## config.mk

```make
export PLATFORM = sky130hd
export DESIGN_NAME = tcc_chan
export DESIGN_NICKNAME = d
export VERILOG_FILES = /design/src/hdl/tcc_chan.v
export VERILOG_INCLUDE_DIRS = /design/src /design/src/hdl
export SDC_FILE = /design/constraint.sdc
export NUM_CORES = 1
export LEC_CHECK = 0
export ABC_AREA = 1
export CORE_UTILIZATION = 58
export CTS_CLUSTER_DIAMETER = 40
export DETAILED_ROUTE_END_ITERATION = 10
export DONT_BUFFER_PORTS = 1
export PLACE_DENSITY = 0.79
export RECOVER_POWER = 50
export SLEW_MARGIN = 5
export SYNTH_ARGS = -nofsm -noshare
export SYNTH_HDL_FRONTEND = slang
export SYNTH_SLANG_ARGS = --single-unit
export TNS_END_PERCENT = 1
```

## constraint.sdc

```tcl
create_clock -name clk_i -period 2.1 [get_ports clk_i]
set_input_delay 0.21 -clock clk_i [delete_from_list [all_inputs] [get_ports clk_i]]
set_output_delay 0.21 -clock clk_i [all_outputs]
set_load 0.01 [all_outputs]
```

## src/hdl/tcc_map.vh

```
// register offsets, field positions, reset values and codes of the timer capture/compare channel
`ifndef TCC_MAP_VH
`define TCC_MAP_VH

// register offsets on the register port
`define TCC_OFS_MODE 4'h2
`define TCC_OFS_FFCR 4'h3
`define TCC_OFS_STAT 4'h4

// mode register fields
`define TCC_MODE_CLK_LSB 0
`define TCC_MODE_CLK_MSB 1
`define TCC_MODE_CLE_BIT 2
`define TCC_MODE_CPM_LSB 3
`define TCC_MODE_CPM_MSB 4
`define TCC_MODE_SWCAP_BIT 5
`define TCC_MODE_RESET 8'h20

// flip-flop control register fields
`define TCC_FFCR_CTL_LSB 0
`define TCC_FFCR_CTL_MSB 1
`define TCC_FFCR_E0_BIT 2
`define TCC_FFCR_E1_BIT 3
`define TCC_FFCR_C0_BIT 4
`define TCC_FFCR_C1_BIT 5
`define TCC_FFCR_RESET 8'h03

// status register fields
`define TCC_STAT_M0_BIT 0
`define TCC_STAT_M1_BIT 1
`define TCC_STAT_OVF_BIT 2

// count clock select codes
`define TCC_CLK_PIN0 2'h0
`define TCC_CLK_DIV1 2'h1
`define TCC_CLK_DIV4 2'h2
`define TCC_CLK_DIV16 2'h3

// capture timing codes
`define TCC_CPM_OFF 2'h0
`define TCC_CPM_PINS 2'h1
`define TCC_CPM_PIN0 2'h2
`define TCC_CPM_TRIG 2'h3

// flip-flop software control codes
`define TCC_FF_INVERT 2'h0
`define TCC_FF_SET 2'h1
`define TCC_FF_CLEAR 2'h2
`define TCC_FF_KEEP 2'h3

// prescaler tap positions and last channel that listens to channel 9
`define TCC_PRE_DIV4_LAST 4'h3
`define TCC_PRE_DIV16_LAST 4'hf
`define TCC_TRIG_CH9_LAST 4

`endif

```

## src/hdl/tcc_chan.v

```verilog
// one 16-bit timer/event counter channel with compare, capture and timer flip-flop
//
// The placing of the registers and the plain strobed port were decided locally.
`timescale 1ns/1ns
//
// Overview of operation
// - clock select 00 pin0, 01 div1, 10 div4, 11 div16 drives counting
// - clear-on-match bit 1 clears counter at compare1 match; 0 never clears
// - capture code 00 off; 01 pin0 rise to capture0, pin1 rise to capture1
// - code 10: pin0 rise to capture0, pin0 fall to capture1
// - code 11: trigger rise to capture0, trigger fall to capture1
// - channels 0..4 use channel 9 output as trigger, 5..A use channel 3
// - writing 0 to software capture bit latches count into capture0; 1 ignored
// - mode bit 5 always reads 1, reset value shows it as 1
// - flip-flop control write: 00 invert, 01 set, 10 clear, 11 keep
// - flip-flop control field always reads back 11
// - enabled compare0/compare1 matches each toggle the timer flip-flop
// - enabled captures into capture0/capture1 each toggle the timer flip-flop
// - compare0 match sets its status flag and signals interrupt
// - compare1 match sets its own status flag and signals interrupt
// - counter overflow sets a third status flag and signals interrupt
// - each event sets its flag and notifies; status read clears all flags
// - 16-bit compare against both compare registers, interrupt on any match
// - timer flip-flop drives the channel timer output
`include "tcc_map.vh"

module tcc_chan #(
	parameter CHANNEL = 0,
	parameter CNT_W = 16
) (
	// clock and reset
	input wire clk_i,
	input wire rst_i,
	// register port
	input wire [3:0] reg_addr_i,
	input wire [7:0] reg_wdata_i,
	input wire reg_wr_i,
	input wire reg_rd_i,
	output wire [7:0] reg_rdata_o,
	// run controls and compare values held elsewhere
	input wire counter_run_i,
	input wire prescaler_run_i,
	input wire [CNT_W-1:0] compare_register0_i,
	input wire [CNT_W-1:0] compare_register1_i,
	// capture and trigger inputs
	input wire capture_input_pin0_i,
	input wire capture_input_pin1_i,
	input wire channel9_timer_output_i,
	input wire channel3_timer_output_i,
	// results
	output wire [CNT_W-1:0] counter_o,
	output wire [CNT_W-1:0] capture_register0_o,
	output wire [CNT_W-1:0] capture_register1_o,
	output wire timer_output_o,
	output wire irq_o
);

	// configuration held in registers
	reg [1:0] count_clock_select_reg;
	reg counter_clear_on_match1_reg;
	reg [1:0] capture_timing_select_reg;
	reg [1:0] toggle_on_compare_enable_reg;
	reg [1:0] toggle_on_capture_enable_reg;

	// datapath state
	reg [3:0] prescale_reg;
	reg [CNT_W-1:0] count_reg;
	reg [CNT_W-1:0] count_next;
	reg [CNT_W-1:0] cap0_reg;
	reg [CNT_W-1:0] cap1_reg;
	reg timer_output_flipflop_reg;
	reg timer_output_flipflop_next;
	reg [2:0] status_reg;
	reg [2:0] status_next;
	reg irq_reg;
	reg [7:0] rdata_reg;
	reg [7:0] rdata_next;

	// previous samples for edge detection: pin0, pin1, internal trigger
	reg [2:0] edge_prev_reg;
	wire [2:0] edge_in;

	// decoded events
	wire internal_capture_trigger;
	wire wr_mode;
	wire wr_ffcr;
	wire rd_stat;
	wire pin0_rise;
	wire pin0_fall;
	wire pin1_rise;
	wire trig_rise;
	wire trig_fall;
	reg count_tick;
	reg hw_cap0;
	reg hw_cap1;
	wire sw_cap0;
	wire cap0_evt;
	wire cap1_evt;
	wire match0_evt;
	wire match1_evt;
	wire ovf_evt;
	wire ff_toggle;
	wire [2:0] event_vec;

	assign internal_capture_trigger = (CHANNEL <= `TCC_TRIG_CH9_LAST) ?
		channel9_timer_output_i : channel3_timer_output_i;

	assign wr_mode = reg_wr_i && (reg_addr_i == `TCC_OFS_MODE);
	assign wr_ffcr = reg_wr_i && (reg_addr_i == `TCC_OFS_FFCR);
	assign rd_stat = reg_rd_i && (reg_addr_i == `TCC_OFS_STAT);

	// inputs are synchronous, so one stored sample per input is enough for edges
	assign edge_in = {internal_capture_trigger, capture_input_pin1_i, capture_input_pin0_i};

	genvar gi;
	generate
		for (gi = 0; gi < 3; gi = gi + 1) begin : g_edge
			always @(posedge clk_i or posedge rst_i) begin
				if (rst_i) begin
					edge_prev_reg[gi] <= 1'b0;
				end else begin
					edge_prev_reg[gi] <= edge_in[gi];
				end
			end
		end
	endgenerate

	assign pin0_rise = edge_in[0] && !edge_prev_reg[0];
	assign pin0_fall = !edge_in[0] && edge_prev_reg[0];
	assign pin1_rise = edge_in[1] && !edge_prev_reg[1];
	assign trig_rise = edge_in[2] && !edge_prev_reg[2];
	assign trig_fall = !edge_in[2] && edge_prev_reg[2];

	// prescaler taps; stopping it clears the prescaler so a restart begins a full period
	always @(posedge clk_i or posedge rst_i) begin
		if (rst_i) begin
			prescale_reg <= 4'h0;
		end else if (prescaler_run_i) begin
			prescale_reg <= prescale_reg + 4'h1;
		end else begin
			prescale_reg <= 4'h0;
		end
	end

	// count tick selection
	always @* begin
		count_tick = 1'b0;
		case (count_clock_select_reg)
			`TCC_CLK_PIN0: count_tick = pin0_rise;
			`TCC_CLK_DIV1: count_tick = prescaler_run_i;
			`TCC_CLK_DIV4: count_tick = prescaler_run_i &&
				(prescale_reg[1:0] == `TCC_PRE_DIV4_LAST);
			`TCC_CLK_DIV16: count_tick = prescaler_run_i &&
				(prescale_reg == `TCC_PRE_DIV16_LAST);
			default: count_tick = 1'b0;
		endcase
	end

	// up-counter: the value after a compare1 match is zero when clearing is enabled
	always @* begin
		count_next = count_reg;
		if (!counter_run_i) begin
			count_next = {CNT_W{1'b0}};
		end else if (count_tick) begin
			if (counter_clear_on_match1_reg && (count_reg == compare_register1_i)) begin
				count_next = {CNT_W{1'b0}};
			end else begin
				count_next = count_reg + {{(CNT_W-1){1'b0}}, 1'b1};
			end
		end
	end

	// matches are raised on the tick that brings the counter onto the value
	assign match0_evt = counter_run_i && count_tick && (count_next == compare_register0_i);
	assign match1_evt = counter_run_i && count_tick && (count_next == compare_register1_i);
	assign ovf_evt = counter_run_i && count_tick && (&count_reg) &&
		!(counter_clear_on_match1_reg && (count_reg == compare_register1_i));

	always @(posedge clk_i or posedge rst_i) begin
		if (rst_i) begin
			count_reg <= {CNT_W{1'b0}};
		end else begin
			count_reg <= count_next;
		end
	end

	// hardware capture selection
	always @* begin
		hw_cap0 = 1'b0;
		hw_cap1 = 1'b0;
		case (capture_timing_select_reg)
			`TCC_CPM_OFF: begin
				hw_cap0 = 1'b0;
				hw_cap1 = 1'b0;
			end
			`TCC_CPM_PINS: begin
				hw_cap0 = pin0_rise;
				hw_cap1 = pin1_rise;
			end
			`TCC_CPM_PIN0: begin
				hw_cap0 = pin0_rise;
				hw_cap1 = pin0_fall;
			end
			`TCC_CPM_TRIG: begin
				hw_cap0 = trig_rise;
				hw_cap1 = trig_fall;
			end
			default: begin
				hw_cap0 = 1'b0;
				hw_cap1 = 1'b0;
			end
		endcase
	end

	// software capture acts only on a written 0, whether or not the prescaler is running
	assign sw_cap0 = wr_mode && !reg_wdata_i[`TCC_MODE_SWCAP_BIT];
	assign cap0_evt = hw_cap0 || sw_cap0;
	assign cap1_evt = hw_cap1;

	always @(posedge clk_i or posedge rst_i) begin
		if (rst_i) begin
			cap0_reg <= {CNT_W{1'b0}};
			cap1_reg <= {CNT_W{1'b0}};
		end else begin
			if (cap0_evt) begin
				cap0_reg <= count_reg;
			end
			if (cap1_evt) begin
				cap1_reg <= count_reg;
			end
		end
	end

	// several simultaneous enabled events cancel in pairs, as separate toggles would
	assign ff_toggle = (match0_evt && toggle_on_compare_enable_reg[0]) ^
		(match1_evt && toggle_on_compare_enable_reg[1]) ^
		(cap0_evt && toggle_on_capture_enable_reg[0]) ^
		(cap1_evt && toggle_on_capture_enable_reg[1]);

	// a software invert, set or clear wins over hardware toggles in the same cycle; keep lets them through
	always @* begin
		timer_output_flipflop_next = timer_output_flipflop_reg ^ ff_toggle;
		if (wr_ffcr) begin
			case (reg_wdata_i[`TCC_FFCR_CTL_MSB:`TCC_FFCR_CTL_LSB])
				`TCC_FF_INVERT: timer_output_flipflop_next = !timer_output_flipflop_reg;
				`TCC_FF_SET: timer_output_flipflop_next = 1'b1;
				`TCC_FF_CLEAR: timer_output_flipflop_next = 1'b0;
				default: timer_output_flipflop_next = timer_output_flipflop_reg ^ ff_toggle;
			endcase
		end
	end

	always @(posedge clk_i or posedge rst_i) begin
		if (rst_i) begin
			timer_output_flipflop_reg <= 1'b0;
		end else begin
			timer_output_flipflop_reg <= timer_output_flipflop_next;
		end
	end

	localparam [7:0] mode_rst = `TCC_MODE_RESET;

	// configuration writes
	always @(posedge clk_i or posedge rst_i) begin
		if (rst_i) begin
			count_clock_select_reg <= mode_rst[`TCC_MODE_CLK_MSB:`TCC_MODE_CLK_LSB];
			counter_clear_on_match1_reg <= mode_rst[`TCC_MODE_CLE_BIT];
			capture_timing_select_reg <= mode_rst[`TCC_MODE_CPM_MSB:`TCC_MODE_CPM_LSB];
			toggle_on_compare_enable_reg <= 2'h0;
			toggle_on_capture_enable_reg <= 2'h0;
		end else begin
			if (wr_mode) begin
				count_clock_select_reg <= reg_wdata_i[`TCC_MODE_CLK_MSB:`TCC_MODE_CLK_LSB];
				counter_clear_on_match1_reg <= reg_wdata_i[`TCC_MODE_CLE_BIT];
				capture_timing_select_reg <= reg_wdata_i[`TCC_MODE_CPM_MSB:`TCC_MODE_CPM_LSB];
			end
			if (wr_ffcr) begin
				toggle_on_compare_enable_reg <= {reg_wdata_i[`TCC_FFCR_E1_BIT],
					reg_wdata_i[`TCC_FFCR_E0_BIT]};
				toggle_on_capture_enable_reg <= {reg_wdata_i[`TCC_FFCR_C1_BIT],
					reg_wdata_i[`TCC_FFCR_C0_BIT]};
			end
		end
	end

	// status flags: an event in the reading cycle survives the clear
	assign event_vec = {ovf_evt, match1_evt, match0_evt};

	always @* begin
		status_next = status_reg;
		if (rd_stat) begin
			status_next = 3'h0;
		end
		status_next = status_next | event_vec;
	end

	always @(posedge clk_i or posedge rst_i) begin
		if (rst_i) begin
			status_reg <= 3'h0;
			irq_reg <= 1'b0;
		end else begin
			status_reg <= status_next;
			irq_reg <= |event_vec;
		end
	end

	// read data, valid the cycle after the strobe only
	always @* begin
		rdata_next = 8'h00;
		if (reg_rd_i) begin
			case (reg_addr_i)
				`TCC_OFS_MODE: begin
					rdata_next = {2'h0, 1'b1, capture_timing_select_reg,
						counter_clear_on_match1_reg, count_clock_select_reg};
				end
				`TCC_OFS_FFCR: begin
					rdata_next = {2'h0, toggle_on_capture_enable_reg,
						toggle_on_compare_enable_reg, `TCC_FF_KEEP};
				end
				`TCC_OFS_STAT: begin
					rdata_next = {5'h00, status_reg};
				end
				default: rdata_next = 8'h00;
			endcase
		end
	end

	always @(posedge clk_i or posedge rst_i) begin
		if (rst_i) begin
			rdata_reg <= 8'h00;
		end else begin
			rdata_reg <= rdata_next;
		end
	end

	assign reg_rdata_o = rdata_reg;
	assign counter_o = count_reg;
	assign capture_register0_o = cap0_reg;
	assign capture_register1_o = cap1_reg;
	assign timer_output_o = timer_output_flipflop_reg;
	assign irq_o = irq_reg;

endmodule

```

==> results.txt <==
Total track usage = 42.0%
Clk_lat worst skew = 0.36 ns
Hold crit path type = input port to register
Compound-Gate Fraction of Synth Area = 9.28%
H-tree lvl count = 3
Critical path fanouts, max = 5
Syn avg cell area = 6.98 um2
Simple-gate share of the synthesized area = 34.6%
Nets = 853
CTS buffer count = 9
Die area = 8120 um2
Ant. Diodes = 0
Share of layout cells above drive strength 1 = 28.4%
IO Count = 112
Final hold vios = 0
CTS tree = yes
Vias per cell = 5.83
Max incr delay on CP = 0.43 ns
Fmax = 0.354 GHz
Leakage = 3.22 nW
Commonest cells post-synth = nand2_1 (198), inv_1 (87), nor2_1 (77), dfrtp_1 (75), o21ai_0 (43)
Top-area cell type share of the netlist area = 41.7%
WP data required = 2.33 ns
Placed inst area = 5450 um2
Slew HR = 2.41%
Hold_ws = 0.0112 ns
Detail Route Antenna Nets = 0
Final instance area = 6160 um2
CTS max path bufs = 2
Die Y = 90.1 um
Post-synth EDFFs = 0
Core Footprint = 7370 um2
Crit path cell chain = ha_4 > buf_4 > nand3_1 > nand3_1 > nand3_2 > nor2_2 > nand2_1 > nand2_1 > nand3_2 > nand2_1 > nand2_1 > inv_1 > nand3_2 > inv_1 > nand2_1 > nor2_2 > nand3_2 > nand2_1 > nand2_1 > nand2_1 > a21oi_2
WL/cell = 18.8 um
Worst EP arrival = 3.06 ns
CP top delay family = simple AND/OR/NAND/NOR gates
Mux cell area share after synthesis = 0%
Seq/Total Area, Yosys = 41.7%
Crit start category = register
Detailed-route via count = 5225
Distinct cells, synth = 37
Area Growth Syn to Fin = 36.8%
Largest net degree at the start of global routing = 43
Crit. End Element = register
Ys flop type = dfrtp_1
Most numerous cell in the Yosys netlist = nand2_1
Vias in the first global route = 5168
Synth Instances = 645
Synth Area in XOR/XNOR = 2.89%
Drt drc = 0
Fin. max-slew vios = 0
Pre-antenna DRT Iters = 6
RSZ-0062 raised after global routing = yes
Worst-Margin Slew = 1.46 ns
Total gr overflow = 0
Routed wire length = 16800 um
Status = finished, violations left
Die Span X = 90.1 um
Worst vdd ir = 0.429 mV
Ys Warns = 0
Fin Setup TNS = -2.36 ns
Rows = 31
Final Core Density = 83.6%
Adder-Cell Fraction of Synth Area = 1.67%
CTS clk-pin slew, worst paths = 0.08 ns
Root buf cell = clkbuf_8
Most used cell, CP = nand2_1
Area contributors post-synth = dfrtp_1 (42%), nand2_1 (17%), inv_1 (7.3%), nor2_1 (6.4%), o21ai_0 (4.8%)
Max_cap viols = 0
Largest family of logic cells by synthesized area = simple AND/OR/NAND/NOR gates
Buffers & Inverters on Critical Path = 3
Post-Syn Area = 4500 um2
Skew final = 0.0143 ns
Dominant cell type by area after synthesis = dfrtp_1
Setup violations, final = 4
Num Clock Sinks = 75
Period utilisation layout = 134%
Failing checks = negative setup slack
I/O Buffers = 0
Effective utilization at floorplan = 61.1%
Synth Register Bits = 75
CP Class = register to register
Share of synthesized registers carrying an async set or reset = 100%
DP HPWL = 11400 um
Drt initial violations = 566
Initial antenna violation count = 0
Final period demand of the worst path = 2.82 ns
Placer Congestion = 0.962
First-pass GRT wire length = 26300 um
Worst path slowest cell = dfrtp_1
Final setup margin = -0.724 ns
Power Dens Cells = 713 nW/um2
[worst register-to-register path, delay by kind of cell, from the launching register on]
kind | cells | cell delay (ns)
buffers and inverters | 3 | 0.26
AOI/OAI and AO/OA | 1 | 0.05
and+or+nand+nor | 16 | 1.76
DFF | 1 | 0.43
adders and majority gates | 1 | 0.21
[final cells by class]
cell class | count | area [um2]
sequential | 75 | 1880
tap | 99 | 124
clock inverter | 6 | 65.1
timing repair buffer | 149 | 1190
fill | 468 | 1210
clock buffer | 9 | 124
multi-input combinational | 462 | 2410
inverter | 96 | 362
[final timing paths]
check / slack, ns / end / start / depth (start not counted)
worst min register to register: 0.50 / status_reg[0]$_DFF_PP0_ / status_reg[0]$_DFF_PP0_ / 2
worst max register to register: -0.72 / timer_output_o$_DFF_PP0_ / prescale_reg[0]$_DFF_PP0_ / 21
min in group asynchronous: 0.64 / capture_register1_o[12]$_DFFE_PP0P_ / rst_i / 2
worst min-delay path: 0.01 / counter_o[3]$_DFF_PP0_ / counter_run_i / 2
max in group asynchronous: 0.61 / counter_o[5]$_DFF_PP0_ / rst_i / 3
worst max-delay path: -0.72 / timer_output_o$_DFF_PP0_ / prescale_reg[0]$_DFF_PP0_ / 21
[cells by family (layout without fill, tap and decap cells)]
family	after synthesis	after routing
xor gates and xnor gates	14	14
and+or+nand+nor	361	361
DFF	75	75
other	1	2
adders and majority gates	6	6
buffers and inverters	109	260
AOI/OAI and AO/OA	79	79
[layer usage]
metal	part of all wire [%]	track usage [%]	up-vias	wire, um
li1	-	-	2321	-
met1	36	52.9	2385	6140
met2	47	68.9	416	7900
met3	12	10.8	103	1950
met4	5.0	16.8	0	839
met5	0	0	-	0
[through the flow]
| step | total power [mW] | worst slack (ns) | instances |
|---|---|---|---|
| finish | 4.39 | -0.724 | 896 |
| global route | 4.58 | -0.907 | 896 |
| CTS | 4.25 | -0.487 | 890 |
| detailed placement | 3.04 | -0.741 | 849 |
| global placement | 2.97 | -0.598 | 849 |
| floorplan | 2.61 | -0.152 | 646 |
[what timing repair did]
| item | CTS | global route |
|---|---|---|
| hold buffers | 11 | 0 |
| endpoints found under the setup margin | 4 | 7 |
| gates resized for setup | 35 | 35 |
| setup buffers | 15 | 6 |
| pin swaps | 19 | 16 |
| endpoints found under the hold margin | 47 | 0 |
[placed cells by master (no fill, tap or decap), drive strengths merged, types with 17 or more instances in the layout]
cell | Yosys | routed
nand2 | 200 | 200
buf | 7 | 136
inv | 96 | 96
nor2 | 89 | 89
dfrtp | 75 | 75
o21ai | 46 | 46
nand3 | 42 | 42
a21oi | 27 | 27
nand4 | 17 | 17
[report_power, final]
part	internal, mW	switching [mW]	leakage, nW
logic	0.516	0.721	2.15
registers	1.69	0.324	0.976
clock network	0.545	0.595	0.0955
No activity file was read; power rests on OpenSTA's default activity.
